$ cat src/design/prw_consts.svh
// Offsets, fields, reset values and encodings of the analog-settings writer
`ifndef PRW_CONSTS_SVH
`define PRW_CONSTS_SVH

// Analog control widths, fixed whatever the channel count
`define PRW_VOD_W 3
`define PRW_PRE_W 5
`define PRW_DCG_W 2
`define PRW_EQ_W 4

// Direction select codes
`define PRW_DIR_RX 2'h1
`define PRW_DIR_TX 2'h2
`define PRW_DIR_BOTH 2'h3

// Register byte offsets
`define PRW_OFS_CTRL 8'h00
`define PRW_OFS_STATUS 8'h04
`define PRW_OFS_COUNT 8'h08
`define PRW_OFS_RDBK 8'h0c

// Register fields and reset values
`define PRW_CTRL_RST 8'h04
`define PRW_ST_BUSY 0
`define PRW_ST_OVR 1
`define PRW_ST_CH_LSB 8

// Bus responses
`define PRW_RESP_OKAY 2'h0
`define PRW_RESP_SLVERR 2'h2

`endif

$ cat src/design/prw_pkg.sv
// Types shared by the analog-settings writer
`include "prw_consts.svh"
package prw_pkg;
  typedef logic [1:0] prw_dir_type;
  typedef enum logic [1:0] {PRW_IDLE, PRW_WRITE, PRW_READ, PRW_SHOW} prw_state_type;
  typedef enum logic [2:0] {PRW_SEL_CTRL, PRW_SEL_STATUS, PRW_SEL_COUNT, PRW_SEL_RDBK, PRW_SEL_NONE} prw_sel_type;
  typedef struct packed {
    logic [`PRW_VOD_W-1:0] vod;
    logic [`PRW_PRE_W-1:0] pre;
    logic [`PRW_DCG_W-1:0] dcg;
    logic [`PRW_EQ_W-1:0] eq;
  } prw_pma_type;
endpackage : prw_pkg

$ cat src/design/prw_mem_if.sv
// Link between the write engine and the per-channel settings store
`timescale 1ns/1ps
`default_nettype none
interface prw_mem_if #(parameter int CH_AW = 2);
  import prw_pkg::*;
  logic we_tx;
  logic we_rx;
  logic [CH_AW-1:0] waddr;
  logic [CH_AW-1:0] raddr;
  prw_pma_type wdata;
  prw_pma_type rdata;
  modport ctrl (output we_tx, output we_rx, output waddr, output raddr, output wdata, input rdata);
  modport mem (input we_tx, input we_rx, input waddr, input raddr, input wdata, output rdata);
endinterface : prw_mem_if
`default_nettype wire

$ cat src/design/prw_ch_mem.sv
// Per-channel analog settings store with registered read data
`timescale 1ns/1ps
`default_nettype none
module prw_ch_mem #(
  parameter int NUM_CH = 4,
  parameter int CH_AW = 2
) (
  // Clock and reset
  input wire logic aclk,
  input wire logic aresetn,
  // Engine side
  prw_mem_if.mem mif
);
  import prw_pkg::*;

  prw_pma_type ch_r [NUM_CH];
  prw_pma_type ch_nxt [NUM_CH];
  prw_pma_type rdata_r;
  prw_pma_type rdata_nxt;

  genvar g;
  generate
    for (g = 0; g < NUM_CH; g++) begin : g_ch
      always_comb begin
        ch_nxt[g] = ch_r[g];
        if (mif.waddr == CH_AW'(g)) begin
          // Transmit and receive halves are written apart
          if (mif.we_tx) begin
            ch_nxt[g].vod = mif.wdata.vod;
            ch_nxt[g].pre = mif.wdata.pre;
          end
          if (mif.we_rx) begin
            ch_nxt[g].dcg = mif.wdata.dcg;
            ch_nxt[g].eq = mif.wdata.eq;
          end
        end
      end
      always_ff @(posedge aclk) begin
        if (!aresetn) begin
          ch_r[g] <= '0;
        end else begin
          ch_r[g] <= ch_nxt[g];
        end
      end
    end
  endgenerate

  always_comb begin
    rdata_nxt = ch_r[mif.raddr];
  end

  always_ff @(posedge aclk) begin
    if (!aresetn) begin
      rdata_r <= '0;
    end else begin
      rdata_r <= rdata_nxt;
    end
  end

  assign mif.rdata = rdata_r;
endmodule : prw_ch_mem
`default_nettype wire

$ cat src/design/prw_top.sv
// Analog settings write controller with AXI4-Lite status and control
// Operation
// - Output swing control and its readback are 3 bits, pre-emphasis and its readback 5 bits.
// - Receiver DC gain and its readback are 2 bits, equalizer and its readback 4 bits.
// - Analog control port widths do not change with the number of channels managed.
// - The channel address matters only with more than one channel and picks the channel written.
// - Direction select decides whether receive, transmit or both settings of the channel are written.
// - Direction select 2'b10 writes only the transmit settings and leaves receive settings alone.
// - Busy stays high for as long as the settings are being written.
// - Busy returns low once the write has finished.
`timescale 1ns/1ps
`default_nettype none
`include "prw_consts.svh"
module prw_top #(
  parameter int NUM_CH = 4,
  parameter int CH_AW = (NUM_CH > 1) ? $clog2(NUM_CH) : 1
) (
  // Clock and reset
  input wire logic aclk,
  input wire logic aresetn,
  // Analog control inputs
  input wire logic [`PRW_VOD_W-1:0] tx_swing,
  input wire logic [`PRW_PRE_W-1:0] tx_preemph,
  input wire logic [`PRW_DCG_W-1:0] rx_dcgain,
  input wire logic [`PRW_EQ_W-1:0] rx_eqlz,
  // Write request
  input wire logic [CH_AW-1:0] chan_addr,
  input wire prw_pkg::prw_dir_type dir_sel,
  input wire logic write_strobe,
  output logic busy,
  // Readback of the last written channel
  output logic [`PRW_VOD_W-1:0] tx_swing_out,
  output logic [`PRW_PRE_W-1:0] tx_preemph_out,
  output logic [`PRW_DCG_W-1:0] rx_dcgain_out,
  output logic [`PRW_EQ_W-1:0] rx_eqlz_out,
  // AXI4-Lite slave
  input wire logic [7:0] s_axi_awaddr,
  input wire logic s_axi_awvalid,
  output logic s_axi_awready,
  input wire logic [31:0] s_axi_wdata,
  input wire logic [3:0] s_axi_wstrb,
  input wire logic s_axi_wvalid,
  output logic s_axi_wready,
  output logic [1:0] s_axi_bresp,
  output logic s_axi_bvalid,
  input wire logic s_axi_bready,
  input wire logic [7:0] s_axi_araddr,
  input wire logic s_axi_arvalid,
  output logic s_axi_arready,
  output logic [31:0] s_axi_rdata,
  output logic [1:0] s_axi_rresp,
  output logic s_axi_rvalid,
  input wire logic s_axi_rready
);
  import prw_pkg::*;

  function automatic prw_sel_type prw_decode(input logic [7:0] a);
    case (a)
      `PRW_OFS_CTRL: prw_decode = PRW_SEL_CTRL;
      `PRW_OFS_STATUS: prw_decode = PRW_SEL_STATUS;
      `PRW_OFS_COUNT: prw_decode = PRW_SEL_COUNT;
      `PRW_OFS_RDBK: prw_decode = PRW_SEL_RDBK;
      default: prw_decode = PRW_SEL_NONE;
    endcase
  endfunction : prw_decode

  prw_mem_if #(.CH_AW(CH_AW)) mif ();

  prw_ch_mem #(.NUM_CH(NUM_CH), .CH_AW(CH_AW)) u_mem (
    .aclk(aclk),
    .aresetn(aresetn),
    .mif(mif)
  );

  // Engine state
  prw_state_type state_r, state_nxt;
  logic [7:0] cnt_r, cnt_nxt;
  prw_pma_type cap_r, cap_nxt;
  logic [CH_AW-1:0] ch_r, ch_nxt;
  prw_dir_type dir_r, dir_nxt;
  prw_pma_type rdbk_r, rdbk_nxt;
  logic [15:0] done_cnt_r, done_cnt_nxt;
  logic ovr_r, ovr_nxt;

  // Bus state
  logic aw_got_r, aw_got_nxt;
  logic w_got_r, w_got_nxt;
  logic [7:0] awaddr_r, awaddr_nxt;
  logic [31:0] wdata_r, wdata_nxt;
  logic [3:0] wstrb_r, wstrb_nxt;
  logic bvalid_r, bvalid_nxt;
  logic [1:0] bresp_r, bresp_nxt;
  logic rvalid_r, rvalid_nxt;
  logic [31:0] rdata_r, rdata_nxt;
  logic [1:0] rresp_r, rresp_nxt;
  logic [7:0] ctrl_r, ctrl_nxt;

  logic ovr_clr;
  logic [7:0] dur;
  logic [31:0] status_word;

  // Zero duration would wrap the counter and stretch the write to 256 cycles, so it counts as one
  assign dur = (ctrl_r == 8'h00) ? 8'h01 : ctrl_r;

  always_comb begin
    state_nxt = state_r;
    cnt_nxt = cnt_r;
    cap_nxt = cap_r;
    ch_nxt = ch_r;
    dir_nxt = dir_r;
    rdbk_nxt = rdbk_r;
    done_cnt_nxt = done_cnt_r;
    ovr_nxt = ovr_r;
    mif.we_tx = 1'b0;
    mif.we_rx = 1'b0;
    mif.waddr = ch_r;
    mif.raddr = ch_r;
    mif.wdata = cap_r;
    if (ovr_clr) begin
      ovr_nxt = 1'b0;
    end
    case (state_r)
      PRW_IDLE: begin
        if (write_strobe) begin
          cap_nxt.vod = tx_swing;
          cap_nxt.pre = tx_preemph;
          cap_nxt.dcg = rx_dcgain;
          cap_nxt.eq = rx_eqlz;
          ch_nxt = (NUM_CH > 1) ? chan_addr : '0;
          dir_nxt = dir_sel;
          cnt_nxt = dur;
          state_nxt = PRW_WRITE;
        end
      end
      PRW_WRITE: begin
        if (cnt_r == 8'h01) begin
          mif.we_rx = (dir_r != `PRW_DIR_TX);
          mif.we_tx = (dir_r != `PRW_DIR_RX);
          state_nxt = PRW_READ;
        end else begin
          cnt_nxt = cnt_r - 8'h01;
        end
      end
      PRW_READ: begin
        state_nxt = PRW_SHOW;
      end
      PRW_SHOW: begin
        rdbk_nxt = mif.rdata;
        done_cnt_nxt = done_cnt_r + 16'h0001;
        state_nxt = PRW_IDLE;
      end
      default: begin
        state_nxt = PRW_IDLE;
      end
    endcase
    // strobe while busy is dropped and flagged; the set wins over a clear
    if (write_strobe && (state_r != PRW_IDLE)) begin
      ovr_nxt = 1'b1;
    end
  end

  always_ff @(posedge aclk) begin
    if (!aresetn) begin
      state_r <= PRW_IDLE;
      cnt_r <= 8'h00;
      cap_r <= '0;
      ch_r <= '0;
      dir_r <= 2'h0;
      rdbk_r <= '0;
      done_cnt_r <= 16'h0000;
      ovr_r <= 1'b0;
    end else begin
      state_r <= state_nxt;
      cnt_r <= cnt_nxt;
      cap_r <= cap_nxt;
      ch_r <= ch_nxt;
      dir_r <= dir_nxt;
      rdbk_r <= rdbk_nxt;
      done_cnt_r <= done_cnt_nxt;
      ovr_r <= ovr_nxt;
    end
  end

  assign busy = (state_r != PRW_IDLE);

  assign tx_swing_out = rdbk_r.vod;
  assign tx_preemph_out = rdbk_r.pre;
  assign rx_dcgain_out = rdbk_r.dcg;
  assign rx_eqlz_out = rdbk_r.eq;

  always_comb begin
    status_word = 32'h0000_0000;
    status_word[`PRW_ST_BUSY] = busy;
    status_word[`PRW_ST_OVR] = ovr_r;
    status_word[`PRW_ST_CH_LSB +: CH_AW] = ch_r;
  end

  assign s_axi_awready = !aw_got_r && !bvalid_r;
  assign s_axi_wready = !w_got_r && !bvalid_r;
  assign s_axi_arready = !rvalid_r;

  always_comb begin
    logic aw_now;
    logic w_now;
    logic [7:0] wa;
    logic [31:0] wd;
    logic [3:0] ws;
    aw_now = aw_got_r || (s_axi_awvalid && s_axi_awready);
    w_now = w_got_r || (s_axi_wvalid && s_axi_wready);
    wa = aw_got_r ? awaddr_r : s_axi_awaddr;
    wd = w_got_r ? wdata_r : s_axi_wdata;
    ws = w_got_r ? wstrb_r : s_axi_wstrb;
    aw_got_nxt = aw_got_r;
    w_got_nxt = w_got_r;
    awaddr_nxt = awaddr_r;
    wdata_nxt = wdata_r;
    wstrb_nxt = wstrb_r;
    bvalid_nxt = bvalid_r;
    bresp_nxt = bresp_r;
    rvalid_nxt = rvalid_r;
    rdata_nxt = rdata_r;
    rresp_nxt = rresp_r;
    ctrl_nxt = ctrl_r;
    ovr_clr = 1'b0;
    if (s_axi_bvalid && s_axi_bready) begin
      bvalid_nxt = 1'b0;
    end
    if (aw_now && w_now && !bvalid_r) begin
      // Address and data may come in either order
      aw_got_nxt = 1'b0;
      w_got_nxt = 1'b0;
      bvalid_nxt = 1'b1;
      bresp_nxt = `PRW_RESP_OKAY;
      case (prw_decode(wa))
        PRW_SEL_CTRL: begin
          if (ws[0]) begin
            ctrl_nxt = wd[7:0];
          end
        end
        PRW_SEL_STATUS: begin
          ovr_clr = ws[0] && wd[`PRW_ST_OVR];
        end
        PRW_SEL_COUNT, PRW_SEL_RDBK: begin
        end
        default: begin
          bresp_nxt = `PRW_RESP_SLVERR;
        end
      endcase
    end else begin
      if (s_axi_awvalid && s_axi_awready) begin
        aw_got_nxt = 1'b1;
        awaddr_nxt = s_axi_awaddr;
      end
      if (s_axi_wvalid && s_axi_wready) begin
        w_got_nxt = 1'b1;
        wdata_nxt = s_axi_wdata;
        wstrb_nxt = s_axi_wstrb;
      end
    end
    if (s_axi_rvalid && s_axi_rready) begin
      rvalid_nxt = 1'b0;
    end
    if (s_axi_arvalid && s_axi_arready) begin
      rvalid_nxt = 1'b1;
      rresp_nxt = `PRW_RESP_OKAY;
      case (prw_decode(s_axi_araddr))
        PRW_SEL_CTRL: rdata_nxt = {24'h000000, ctrl_r};
        PRW_SEL_STATUS: rdata_nxt = status_word;
        PRW_SEL_COUNT: rdata_nxt = {16'h0000, done_cnt_r};
        PRW_SEL_RDBK: rdata_nxt = {18'h0, rdbk_r};
        default: begin
          rdata_nxt = 32'h0000_0000;
          rresp_nxt = `PRW_RESP_SLVERR;
        end
      endcase
    end
  end

  always_ff @(posedge aclk) begin
    if (!aresetn) begin
      aw_got_r <= 1'b0;
      w_got_r <= 1'b0;
      awaddr_r <= 8'h00;
      wdata_r <= 32'h0000_0000;
      wstrb_r <= 4'h0;
      bvalid_r <= 1'b0;
      bresp_r <= `PRW_RESP_OKAY;
      rvalid_r <= 1'b0;
      rdata_r <= 32'h0000_0000;
      rresp_r <= `PRW_RESP_OKAY;
      ctrl_r <= `PRW_CTRL_RST;
    end else begin
      aw_got_r <= aw_got_nxt;
      w_got_r <= w_got_nxt;
      awaddr_r <= awaddr_nxt;
      wdata_r <= wdata_nxt;
      wstrb_r <= wstrb_nxt;
      bvalid_r <= bvalid_nxt;
      bresp_r <= bresp_nxt;
      rvalid_r <= rvalid_nxt;
      rdata_r <= rdata_nxt;
      rresp_r <= rresp_nxt;
      ctrl_r <= ctrl_nxt;
    end
  end

  assign s_axi_bvalid = bvalid_r;
  assign s_axi_bresp = bresp_r;
  assign s_axi_rvalid = rvalid_r;
  assign s_axi_rdata = rdata_r;
  assign s_axi_rresp = rresp_r;
endmodule : prw_top
`default_nettype wire

$ cat config.mk
export PLATFORM = sky130hd
export DESIGN_NAME = prw_top
export DESIGN_NICKNAME = d
export VERILOG_FILES = /design/src/design/prw_pkg.sv /design/src/design/prw_mem_if.sv /design/src/design/prw_ch_mem.sv /design/src/design/prw_top.sv
export VERILOG_INCLUDE_DIRS = /design/src /design/src/design
export SDC_FILE = /design/constraint.sdc
export NUM_CORES = 1
export LEC_CHECK = 0
export BUFFER_PORTS_ARGS = -buffer_cell sky130_fd_sc_hd__buf_4
export CORE_ASPECT_RATIO = 1.1
export CORE_MARGIN = 8
export CORE_UTILIZATION = 56
export CTS_CLUSTER_SIZE = 28
export DETAILED_ROUTE_END_ITERATION = 10
export HOLD_SLACK_MARGIN = 0.06
export PLACE_DENSITY_LB_ADDON = 0.2
export SKIP_LAST_GASP = 1
export SYNTH_ARGS = -nofsm -noshare
export SYNTH_HDL_FRONTEND = slang
export SYNTH_SLANG_ARGS = --single-unit
$ cat constraint.sdc
create_clock -name aclk -period 3.2 [get_ports aclk]
set_input_delay 0.48 -clock aclk [delete_from_list [all_inputs] [get_ports aclk]]
set_output_delay 0.48 -clock aclk [all_outputs]
set_load 0.005 [all_outputs]
==> results.yml <==
critical_path:
  path_common_cell: "o21ai_1"
  cp_slowest_cell: "o21ai_1"
  required_ns: 3.25
  max_stage_delay_ns: 0.61
  crit_fanout: 8
  worstSetupStartpointType: "register"
  path_cells: "ha_1, nor2b_1, o21ai_1, or2_1, o21ai_1"
  end_kind: "register"
  critPathKind: "reg2reg"
  cp_data_arrival_time_ns: 2.59
yosys:
  syn_area_um2: 8031
  async_flop_share_pct: 0
  synthMuxAreaShare_pct: 12.60
  ys_ff_latch: 176
  synth-compound-area-share_pct: 8.381
  ys_top_cells_by_count: "dfxtp_1, and2_1, nand2_1, edfxtp_1"
  synth_simple_gate_area_share_pct: 21.26
  synth_area_leaders: "dfxtp_1, edfxtp_1, and2_1"
  synth.distinct_cells: 65
  synth_top_family_by_area: "simple AND/OR/NAND/NOR gates"
  synth_top_area_share_pct: 29.91
  yosys.area.top_type: "dfxtp_1"
  syn_inst: 736
  yosys.area_share.adder_pct: 1.091
  yosysWarnings: 0
  ys_seq_area_share_pct: 50.85
  synth_top_flop_cell: "dfxtp_1"
  synth_xor_area_share_pct: 1.200
  synth_enable_flop_cells: 56
  avgSynthCellArea_um2: 10.91
  synthMostInstantiatedCell: "dfxtp_1"
placement:
  place_congestion: 0.8548
  dp_hpwl_um: 12280
  place_area_um2: 8723
  numPlacedInstances: 981
  io_buffer_count: 88
die:
  initial_core_util_pct: 56.50
  die_h_um: 141.6
  pin_count: 134
  core_area_um2: 14220
  die_w_um: 130.2
  rows: 46
  die_area_um2: 18430
power_and_ir_drop:
  intPower_w: 0.004106
  p_clk_share_pct: 35.4
  switchingPower_w: 0.001527
  switching_share_pct: 27.11
  vdd_ir_drop_max_mv: 0.4073
  fin_total_pwr_w: 0.005633
  pwr-share-comb_pct: 18.0
  p_seq_share_pct: 46.6
  powerDensity_nw_per_um2: 605.6
  p_leak_nw: 3.632
final_layout:
  area_growth_pct: 15.81
  drive_gt1_share_pct: 20.83
  multi_input_area_um2: 3645
  nets: 893
  fin_util_pct: 65.43
  instances_no_fill: 1013
  nFillCells: 1125
  regArea_um2: 4084
  final_area_um2: 9301
  diodes: 0
sta:
  hold_viol: 0
  max_freq_mhz: 393.6
  fin_skew_ns: 0.006127
  setup_viol: 0
  fin_crit_sh_pct: 79.40
  final.setup.tns_ns: 0
  period_needed_ns: 2.541
  worst_pin_slew_ns: 0.9869
  slew-limit-headroom_pct: 34.12
  drv_slew: 0
  rsz0062_at_grt: "no"
route:
  wl_um: 16300
  via_per_inst: 5.375
  drc_errors: 0
  drt-pass1-iter-count: 5
  vias: 5445
  ant_nets: 0
  drt_iter0_drc: 334
  wl_per_cell_um: 16.09
clock_tree:
  cts-resized-gates: 0
  cts_tree: "yes"
  cts_num_sinks: 176
  cts_buffer_depth: 2
  cts_hold_buf: 0
  cts_buffers: 17
  postCtsSetupBuffers: 0
  clock_latency_ns: 0.42
  h-tree-depth: 4
  clkTransAtPathRegs_ns: 0.06
  cts-root-buf: "clkbuf_16"
global_routing:
  grt_max_degree: 66
  track_usage_pct: 18.43
  antenna_found_initial: 0
  overflow: 0
  grt_pass1_vias: 5393
  grt_pass1_wl_um: 26660
run_status:
  status: "complete, no violations"
min_path:
  min-delay-path-class: "in2reg"
run:
  maxCapViolCount: 0
==> worst paths after layout <==
kind	startpoint	slack, ns	cells after the start	to
max reg2reg	cnt_r[0]$_SDFFE_PN0P_	0.66	5	u_mem.ch_r[1][10]$_SDFFCE_PN0P_
max	cnt_r[0]$_SDFFE_PN0P_	0.66	5	u_mem.ch_r[1][10]$_SDFFCE_PN0P_
min	s_axi_arvalid	0.30	2	s_axi_rvalid$_SDFFE_PN0P_
min reg2reg	s_axi_rdata[10]$_SDFFE_PN0P_	0.46	2	s_axi_rdata[10]$_SDFFE_PN0P_
==> state kept, by name (all words and copies together), names as in the netlist, 3 cells and up <==
register / cells
done_cnt_r: 16
cap_r: 14
cnt_r: 8
awaddr_r: 8
u_mem.ch_r: 56
rx_eqlz_out: 4
ctrl_r: 8
tx_swing_out: 3
u_mem.mif.rdata: 14
tx_preemph_out: 5
wdata_r: 8
s_axi_rdata: 16
==> worst max-delay path: cells and delay by family, from the launching register on <==
kind | cells | cell delay, ns
adders and majority gates | 1 | 0.18
AOI/OAI and AO/OA | 2 | 0.89
DFF | 1 | 0.43
and+or+nand+nor | 2 | 0.68
==> cells in the final DEF, fill, tap and decap left out, types with 13 or more instances in the layout <==
master and n:
dfxtp_1 120, a21boi_0 19, nor2_1 13, nor2b_1 49, edfxtp_1 56, and2_1 86
clkbuf_16 18, conb_1 18, buf_4 95, mux2i_1 49, mux4_2 16, nand2_1 84
==> stage by stage <==
step                hold WS [ns]  worst slack [ns]
floorplan                 0.4252            0.8896
global placement          0.4478            0.7814
detailed placement        0.4493            0.6747
CTS                       0.2780            0.6520
global route              0.2924            0.4781
finish                    0.2991            0.6591
==> logic make-up after synthesis <==
family                   count (synthesis)
flip-flops                             176
AND/OR/NAND/NOR                        299
other                                    1
AO/OA/AOI/OAI                           93
XOR/XNOR                                11
buffers and inverters                   70
adder cells (fa/ha/maj)                  7
multiplexers                            79
==> power by group through the flow <==
stage               registers (W)  clock network [W]  logic [W]
floorplan                 0.00260                  0   0.000814
global placement          0.00266                  0   0.000977
detailed placement        0.00268                  0    0.00102
CTS                       0.00263            0.00204    0.00102
global route              0.00265            0.00215    0.00113
finish                    0.00263            0.00199    0.00101
==> cell type report <==
| cell class | instances | area share [%] |
|---|---|---|
| sequential | 176 | 43.91 |
| clock inverter | 9 | 0.8475 |
| multi-input combinational | 507 | 39.18 |
| tap | 192 | 2.583 |
| inverter | 11 | 0.4439 |
| timing repair buffer | 95 | 7.667 |
| clock buffer | 23 | 5.367 |
==> metal layers <==
layer | routed length [um] | part of all wire, % | vias to the layer above | track usage [%]
met4 | 456 | 2.8 | 0 | 9.914
met2 | 8147 | 50 | 163 | 30.76
met1 | 6588 | 40 | 2574 | 21.28
met5 | 0 | 0 | - | 0
met3 | 1110 | 6.8 | 25 | 4.542
li1 | - | - | 2683 | -
Power figures use the tool's default switching activity.
